**src/ebt_pkg.sv**
```systemverilog
// package for the four 8-bit timer counters
package ebt_pkg;
   localparam int unsigned NUM_CNT = 4;
   localparam int unsigned CNT_W = 8;
   localparam logic [7:0] CNT_RESET = 8'h00;
   localparam logic [7:0] CNT_MAX = 8'hff;
   localparam logic [7:0] CNT_ONE = 8'h01;
   // register indices on the internal data bus
   localparam logic [1:0] IDX_COUNT_0 = 2'h0;
   localparam logic [1:0] IDX_COUNT_1 = 2'h1;
   localparam logic [1:0] IDX_COUNT_2 = 2'h2;
   localparam logic [1:0] IDX_COUNT_3 = 2'h3;
   // clock select codes
   localparam logic [2:0] CKS_STOP = 3'h0;
   localparam logic [2:0] CKS_INT0 = 3'h1;
   localparam logic [2:0] CKS_INT1 = 3'h2;
   localparam logic [2:0] CKS_INT2 = 3'h3;
   localparam logic [2:0] CKS_EXT_RISE = 3'h5;
   localparam logic [2:0] CKS_EXT_FALL = 3'h6;
   localparam logic [2:0] CKS_EXT_BOTH = 3'h7;
   // clear select codes
   localparam logic [1:0] CLR_NONE = 2'h0;
   localparam logic [1:0] CLR_MATCH_A = 2'h1;
   localparam logic [1:0] CLR_MATCH_B = 2'h2;
   localparam logic [1:0] CLR_CAPTURE = 2'h3;

   typedef struct packed {
      logic [2:0] clock_select;
      logic [1:0] clear_select;
   } ebt_ctrl_t;

   typedef struct packed {
      logic match_a;
      logic match_b;
      logic capture;
   } ebt_clr_evt_t;
endpackage

```
**src/ebt_timer.sv**
```systemverilog
// four 8-bit timer counters on the internal data bus
// How it works
// - each counter is an 8-bit up-counter stepping once per internal tick or selected pin edge (rise, fall or both) its clock select picks.
// - the cpu may read any counter at any time and write it at any time outside standby, running or not.
// - counters 0 and 1, and 2 and 3, are reachable together as one 16-bit word.
// - a counter clears on the capture or match event its 2-bit clear select picks.
// - rolling from the maximum to zero sets that counter's rollover flag.
// - reset and standby force every counter to zero.
module ebt_timer (
   input wire logic clk,
   input wire logic sys_rst,
   input wire logic standby,
   input ebt_pkg::ebt_ctrl_t [3:0] timer_control,
   input ebt_pkg::ebt_clr_evt_t [3:0] clr_evt,
   input wire logic [2:0] int_tick,
   input wire logic [3:0] ext_clk_pin,
   input wire logic [3:0] rollover_clr,
   input wire logic bus_wr,
   input wire logic bus_rd,
   input wire logic bus_word,
   input wire logic [1:0] bus_idx,
   input wire logic [15:0] bus_wdata,
   output logic [15:0] bus_rdata,
   output logic [3:0] rollover_flag,
   output logic [31:0] count_all
);
   // ==========================================
   // external clock pin synchronisers
   logic [3:0] ext_s1_r;
   logic [3:0] ext_s2_r;
   logic [3:0] ext_s3_r;
   logic [3:0] ext_s1_nxt;
   logic [3:0] ext_s2_nxt;
   logic [3:0] ext_s3_nxt;
   always_comb begin
      ext_s1_nxt = ext_clk_pin;
      ext_s2_nxt = ext_s1_r;
      ext_s3_nxt = ext_s2_r;
   end
   always_ff @(posedge clk) begin
      if (sys_rst) begin
         ext_s1_r <= 4'h0;
         ext_s2_r <= 4'h0;
         ext_s3_r <= 4'h0;
      end else begin
         ext_s1_r <= ext_s1_nxt;
         ext_s2_r <= ext_s2_nxt;
         ext_s3_r <= ext_s3_nxt;
      end
   end

   // ==========================================
   // edge detector priming
   // pin level after reset is unknown: no edge is seen until
   // every stage holds a real pin sample
   logic [2:0] prime_r;
   logic [2:0] prime_nxt;
   logic [3:0] ext_prev;
   always_comb begin
      prime_nxt = {prime_r[1:0], 1'b1};
   end
   always_ff @(posedge clk) begin
      if (sys_rst) begin
         prime_r <= 3'h0;
      end else begin
         prime_r <= prime_nxt;
      end
   end
   always_comb begin
      ext_prev = ext_s3_r;
      if (!prime_r[2]) begin
         ext_prev = ext_s2_r;
      end
   end

   // ==========================================
   // bus write decode
   logic [3:0] wr_en;
   logic [7:0] wr_byte [4];
   logic [7:0] cnt [4];
   logic [3:0] flag;
   logic [2:0] acc_kind;
   assign acc_kind = {bus_word, bus_idx};
   always_comb begin
      wr_en = 4'h0;
      for (int i = 0; i < ebt_pkg::NUM_CNT; i++) begin
         wr_byte[i] = bus_wdata[7:0];
      end
      if (bus_wr) begin
         case (acc_kind)
            {1'b0, ebt_pkg::IDX_COUNT_0}: begin
               wr_en[ebt_pkg::IDX_COUNT_0] = 1'b1;
            end
            {1'b0, ebt_pkg::IDX_COUNT_1}: begin
               wr_en[ebt_pkg::IDX_COUNT_1] = 1'b1;
            end
            {1'b0, ebt_pkg::IDX_COUNT_2}: begin
               wr_en[ebt_pkg::IDX_COUNT_2] = 1'b1;
            end
            {1'b0, ebt_pkg::IDX_COUNT_3}: begin
               wr_en[ebt_pkg::IDX_COUNT_3] = 1'b1;
            end
            {1'b1, ebt_pkg::IDX_COUNT_0}, {1'b1, ebt_pkg::IDX_COUNT_1}: begin
               // high byte to the even counter, low byte to the odd one
               wr_en[ebt_pkg::IDX_COUNT_0] = 1'b1;
               wr_en[ebt_pkg::IDX_COUNT_1] = 1'b1;
               wr_byte[ebt_pkg::IDX_COUNT_0] = bus_wdata[15:8];
            end
            {1'b1, ebt_pkg::IDX_COUNT_2}, {1'b1, ebt_pkg::IDX_COUNT_3}: begin
               wr_en[ebt_pkg::IDX_COUNT_2] = 1'b1;
               wr_en[ebt_pkg::IDX_COUNT_3] = 1'b1;
               wr_byte[ebt_pkg::IDX_COUNT_2] = bus_wdata[15:8];
            end
            default: begin
               wr_en = 4'h0;
            end
         endcase
      end
   end

   // ==========================================
   // counter channels
   ebt_channel u_ebt_channel_0 (
      .clk(clk),
      .sys_rst(sys_rst),
      .standby(standby),
      .ctrl(timer_control[0]),
      .clr_evt(clr_evt[0]),
      .int_tick(int_tick),
      .ext_lvl(ext_s2_r[0]),
      .ext_prev(ext_prev[0]),
      .wr_en(wr_en[0]),
      .wr_data(wr_byte[0]),
      .flag_clr(rollover_clr[0]),
      .count_value(cnt[0]),
      .rollover_flag(flag[0])
   );

   ebt_channel u_ebt_channel_1 (
      .clk(clk),
      .sys_rst(sys_rst),
      .standby(standby),
      .ctrl(timer_control[1]),
      .clr_evt(clr_evt[1]),
      .int_tick(int_tick),
      .ext_lvl(ext_s2_r[1]),
      .ext_prev(ext_prev[1]),
      .wr_en(wr_en[1]),
      .wr_data(wr_byte[1]),
      .flag_clr(rollover_clr[1]),
      .count_value(cnt[1]),
      .rollover_flag(flag[1])
   );

   ebt_channel u_ebt_channel_2 (
      .clk(clk),
      .sys_rst(sys_rst),
      .standby(standby),
      .ctrl(timer_control[2]),
      .clr_evt(clr_evt[2]),
      .int_tick(int_tick),
      .ext_lvl(ext_s2_r[2]),
      .ext_prev(ext_prev[2]),
      .wr_en(wr_en[2]),
      .wr_data(wr_byte[2]),
      .flag_clr(rollover_clr[2]),
      .count_value(cnt[2]),
      .rollover_flag(flag[2])
   );

   ebt_channel u_ebt_channel_3 (
      .clk(clk),
      .sys_rst(sys_rst),
      .standby(standby),
      .ctrl(timer_control[3]),
      .clr_evt(clr_evt[3]),
      .int_tick(int_tick),
      .ext_lvl(ext_s2_r[3]),
      .ext_prev(ext_prev[3]),
      .wr_en(wr_en[3]),
      .wr_data(wr_byte[3]),
      .flag_clr(rollover_clr[3]),
      .count_value(cnt[3]),
      .rollover_flag(flag[3])
   );

   // ==========================================
   // read data and registered outputs
   logic [15:0] rdata_r;
   logic [15:0] rdata_nxt;
   always_comb begin
      rdata_nxt = rdata_r;
      if (bus_rd) begin
         case (acc_kind)
            {1'b0, ebt_pkg::IDX_COUNT_0}: begin
               rdata_nxt = {8'h00, cnt[ebt_pkg::IDX_COUNT_0]};
            end
            {1'b0, ebt_pkg::IDX_COUNT_1}: begin
               rdata_nxt = {8'h00, cnt[ebt_pkg::IDX_COUNT_1]};
            end
            {1'b0, ebt_pkg::IDX_COUNT_2}: begin
               rdata_nxt = {8'h00, cnt[ebt_pkg::IDX_COUNT_2]};
            end
            {1'b0, ebt_pkg::IDX_COUNT_3}: begin
               rdata_nxt = {8'h00, cnt[ebt_pkg::IDX_COUNT_3]};
            end
            {1'b1, ebt_pkg::IDX_COUNT_0}, {1'b1, ebt_pkg::IDX_COUNT_1}: begin
               rdata_nxt = {cnt[ebt_pkg::IDX_COUNT_0], cnt[ebt_pkg::IDX_COUNT_1]};
            end
            {1'b1, ebt_pkg::IDX_COUNT_2}, {1'b1, ebt_pkg::IDX_COUNT_3}: begin
               rdata_nxt = {cnt[ebt_pkg::IDX_COUNT_2], cnt[ebt_pkg::IDX_COUNT_3]};
            end
            default: begin
               rdata_nxt = rdata_r;
            end
         endcase
      end
   end
   always_ff @(posedge clk) begin
      if (sys_rst) begin
         rdata_r <= 16'h0000;
      end else begin
         rdata_r <= rdata_nxt;
      end
   end
   assign bus_rdata = rdata_r;
   assign rollover_flag = flag;
   assign count_all = {cnt[3], cnt[2], cnt[1], cnt[0]};
endmodule

```
**src/ebt_channel.sv**
```systemverilog
// one 8-bit up-counter with clock select, clear select and rollover flag
module ebt_channel (
   input wire logic clk,
   input wire logic sys_rst,
   input wire logic standby,
   input ebt_pkg::ebt_ctrl_t ctrl,
   input ebt_pkg::ebt_clr_evt_t clr_evt,
   input wire logic [2:0] int_tick,
   input wire logic ext_lvl,
   input wire logic ext_prev,
   input wire logic wr_en,
   input wire logic [7:0] wr_data,
   input wire logic flag_clr,
   output logic [7:0] count_value,
   output logic rollover_flag
);
   logic [7:0] cnt_r;
   logic [7:0] cnt_nxt;
   logic flag_r;
   logic flag_nxt;
   logic tick;
   logic clr_hit;

   always_comb begin
      case (ctrl.clock_select)
         ebt_pkg::CKS_INT0: tick = int_tick[0];
         ebt_pkg::CKS_INT1: tick = int_tick[1];
         ebt_pkg::CKS_INT2: tick = int_tick[2];
         ebt_pkg::CKS_EXT_RISE: tick = ext_lvl & ~ext_prev;
         ebt_pkg::CKS_EXT_FALL: tick = ~ext_lvl & ext_prev;
         ebt_pkg::CKS_EXT_BOTH: tick = ext_lvl ^ ext_prev;
         default: tick = 1'b0;
      endcase
      case (ctrl.clear_select)
         ebt_pkg::CLR_MATCH_A: clr_hit = clr_evt.match_a;
         ebt_pkg::CLR_MATCH_B: clr_hit = clr_evt.match_b;
         ebt_pkg::CLR_CAPTURE: clr_hit = clr_evt.capture;
         default: clr_hit = 1'b0;
      endcase
      cnt_nxt = cnt_r;
      flag_nxt = flag_r;
      if (flag_clr) begin
         flag_nxt = 1'b0;
      end
      if (standby) begin
         cnt_nxt = ebt_pkg::CNT_RESET;
      end else if (wr_en) begin
         cnt_nxt = wr_data;
      end else if (clr_hit) begin
         cnt_nxt = ebt_pkg::CNT_RESET;
      end else if (tick) begin
         cnt_nxt = cnt_r + ebt_pkg::CNT_ONE;
         if (cnt_r == ebt_pkg::CNT_MAX) begin
            flag_nxt = 1'b1;
         end
      end
   end

   always_ff @(posedge clk) begin
      if (sys_rst) begin
         cnt_r <= ebt_pkg::CNT_RESET;
         flag_r <= 1'b0;
      end else begin
         cnt_r <= cnt_nxt;
         flag_r <= flag_nxt;
      end
   end

   assign count_value = cnt_r;
   assign rollover_flag = flag_r;
endmodule

```
**config.mk**
```make
export PLATFORM = sky130hd
export DESIGN_NAME = ebt_timer
export DESIGN_NICKNAME = d
export VERILOG_FILES = /design/src/ebt_pkg.sv /design/src/ebt_timer.sv /design/src/ebt_channel.sv
export SDC_FILE = /design/constraint.sdc
export NUM_CORES = 1
export LEC_CHECK = 0
export BUFFER_PORTS_ARGS = -buffer_cell sky130_fd_sc_hd__buf_2
export CORE_MARGIN = 5
export CORE_UTILIZATION = 31
export DETAILED_ROUTE_END_ITERATION = 12
export GPL_ROUTABILITY_DRIVEN = 0
export MAX_ROUTING_LAYER = met4
export PLACE_DENSITY_LB_ADDON = 0.08
export SETUP_SLACK_MARGIN = 0.2
export SKIP_LAST_GASP = 1
export SYNTH_ARGS = -nofsm -noshare
export SYNTH_HDL_FRONTEND = slang
export SYNTH_SLANG_ARGS = --single-unit
```
**constraint.sdc**
```tcl
create_clock -name clk -period 3.3 [get_ports clk]
set_clock_uncertainty 0.1 [all_clocks]
set_input_delay 0.99 -clock clk [delete_from_list [all_inputs] [get_ports clk]]
set_output_delay 0.99 -clock clk [all_outputs]
set_load 0.005 [all_outputs]
```
==> flow_metrics.tcl <==
set metrics [dict create \
    fin_crit_ns 2.62 \
    ys.flop_type "dfxtp_1" \
    grt_usage_pct 19.3 \
    cts_buffers 9 \
    syn-num-nets 568 \
    coreArea_um2 13100 \
    cellPowerDensity_nw_per_um2 417 \
    cp-start-kind "flip-flop" \
    stdcell_area_um2 5110 \
    via_count 4136 \
    ys_warn_count 0 \
    p_leak_uw 0.00227 \
    top_usage_layer "met2" \
    clockBufferDepth 2 \
    clk_latency_ns 0.34 \
    wirelength_um 14900 \
    drt_iter0_drc 313 \
    setup_tns_ns 0 \
    drive_above_1_share_pct 28.2 \
    cts_sinks 67 \
    post_cts_buffers 0 \
    viasPerCell 5.32 \
    multiInputGateArea_um2 2520 \
    final_cell_mix "buf_2 (118), dfxtp_1 (67), nor2_1 (51)" \
    hold_path_class "reg -> reg" \
    synthesis.area_um2 4090 \
    grt_first_pass_wirelength_um 22800 \
    rsz0062_at_grt "no" \
    htree_levels 3 \
    reg2reg_depth 9 \
    tritoncts "yes" \
    diodes 0 \
    detailedPlacementHpwl_um 11300 \
    cp_max_fo 13 \
    placed_area_um2 4810 \
    std_cell_rows 42 \
    start_util_pct 31.3 \
    holdPathStages 1 \
    fill_cells 1384 \
    fin_util_pct 39.0 \
    cts-root-buf "clkbuf_16" \
    die_area_um2 15600 \
    yosysSeqAreaShare_pct 32.8 \
    worstMarginPinSlew_ns 0.883 \
    path_class "reg -> reg" \
    grt_use_met1_pct 24.9 \
    finalNetCount 676 \
    ant_nets 0 \
    cp.arrival_ns 2.78 \
    overflow 0 \
    gr-usage-met2_pct 30.8 \
    setup_viol 0 \
    grt_pass1_vias 4018 \
    cts_hold_buf 0 \
    met3_usage_pct 3.04 \
    critPathCaptureType "flip-flop" \
    postSynthAreaPerCell_um2 8.37 \
    die_y_um 125 \
    finalHoldViolCount 0 \
    peakVddDrop_uv 235 \
    grt_antenna_before_repair 0 \
    status "completed" \
    max-cap-violations 0 \
    ys_ff_latch 67 \
    layout_commonest_cell "buf_2" \
    layout.area.seq_um2 1340 \
    min_period_over_period_pct 79.4 \
    boundaryPins 119 \
    crit_required_ns 3.46 \
    drc 0 \
    port_buffers 118 \
    synthArstFlopShare_pct 0 \
    maxSlewHeadroom_pct 40.7 \
    synth_edf_count 0 \
    drv_slew 0 \
    firstDrtPassIters 5 \
    clk_pin_slew_worst_paths_ns 0.06 \
    syn-instance-count 489 \
    synth.distinct_cells 58 \
    die_x_um 125 \
    cts.repair.resized 0 \
    synthToLayoutAreaGrowth_pct 24.8 \
    clock.fmax_ghz 0.381 \
    avgRoutedWirePerCell_um 19.1 \
    grt_start_max_net_pins 26 \
]
## layer usage
layer | routed length, µm | share of wire, %
met5 | 0 | 0
met4 | 273 | 1.8
met3 | 911 | 6.1
met1 | 6760 | 45
met2 | 6920 | 47
## path summary, 6_finish.rpt
path                     from                              to  slack, ns
setup / recovery   prime_r[2]  u_ebt_channel_3.count_value[2]       0.68
hold / removal    ext_s1_r[2]                     ext_s2_r[2]       0.33
setup reg to reg   prime_r[2]  u_ebt_channel_3.count_value[2]       0.68
hold reg to reg   ext_s1_r[2]                     ext_s2_r[2]       0.33
## report_power, final
| part | total, µW | switching, µW | internal [µW] |
|---|---|---|---|
| combinational | 312 | 182 | 130 |
| sequential | 856 | 27.6 | 828 |
| clock | 962 | 371 | 591 |
| total | 2130 | 580 | 1550 |
## Yosys cell counts, types with 3 or more instances
cell	n	area share, %
a2111oi_0	5	1.1
a211oi_1	5	0.92
a21oi_1	37	4.5
a221oi_1	4	0.86
a22oi_1	6	1.1
a2bb2oi_1	4	0.86
a31oi_1	8	1.2
and2_1	5	0.76
and3_1	12	1.8
and4_1	3	0.64
buf_4	6	1.1
clkbuf_1	18	1.7
dfxtp_1	67	33
ha_1	12	3.7
inv_1	21	1.9
mux2_2	5	1.4
mux2i_1	20	4.9
mux4_2	9	5.0
nand2_1	38	3.5
nand2b_1	12	1.8
nand3_1	10	1.2
nand3b_1	3	0.55
nand4_1	5	0.76
nor2_1	51	4.7
nor2b_1	21	3.2
nor3_1	10	1.2
nor3b_1	7	1.3
o211ai_1	3	0.55
o21a_1	6	1.1
o21ai_0	24	2.9
o21ai_1	3	0.37
o221a_2	9	2.5
or2_2	4	0.61
## stage by stage
step	hold WS [ns]	setup WS, ns	power (µW)	cells
2_1_floorplan	0.314	0.689	1050	489
3_3_place_gp	0.317	0.427	1180	762
3_5_place_dp	0.326	0.352	1180	762
4_1_cts	0.338	0.666	2140	778
5_1_grt	0.360	0.390	2210	778
6_report	0.334	0.678	2130	778
## critical path, cell delays in order, from the launching register on
cell and delay [ns]:
dfxtp_1 0.49, o21a_1 0.18, inv_1 0.05, ha_1 0.26
inv_1 0.03, mux4_2 0.45, a21oi_1 0.20, buf_4 0.24
mux2_2 0.36, nor3_1 0.17
## final cells by class
class	instances	share of cell area, %
Clock buffer	15	5.64
Clock inverter	1	0.0980
Inverter	21	1.54
Multi-Input combinational cell	372	49.4
Sequential cell	67	26.3
Tap cell	176	4.31
Timing Repair Buffer	126	12.7
## cells by family after synthesis
logic type / share of synthesized area (%)
multiplexers: 11.2
flip-flops: 32.8
adder cells (fa/ha/maj): 3.67
buffers and inverters: 5.57
XOR/XNOR: 0.642
AO/OA/AOI/OAI: 21.8
AND/OR/NAND/NOR: 24.3
## flip-flops by register name, summed over array words and instances (netlist names), 4 cells and up
name and count:
bus_rdata 16, ext_s1_r 4, ext_s2_r 4, ext_s3_r 4, u_ebt_channel_0.count_value 8, u_ebt_channel_1.count_value 8
u_ebt_channel_2.count_value 8, u_ebt_channel_3.count_value 8
Power figures use the tool's default switching activity.
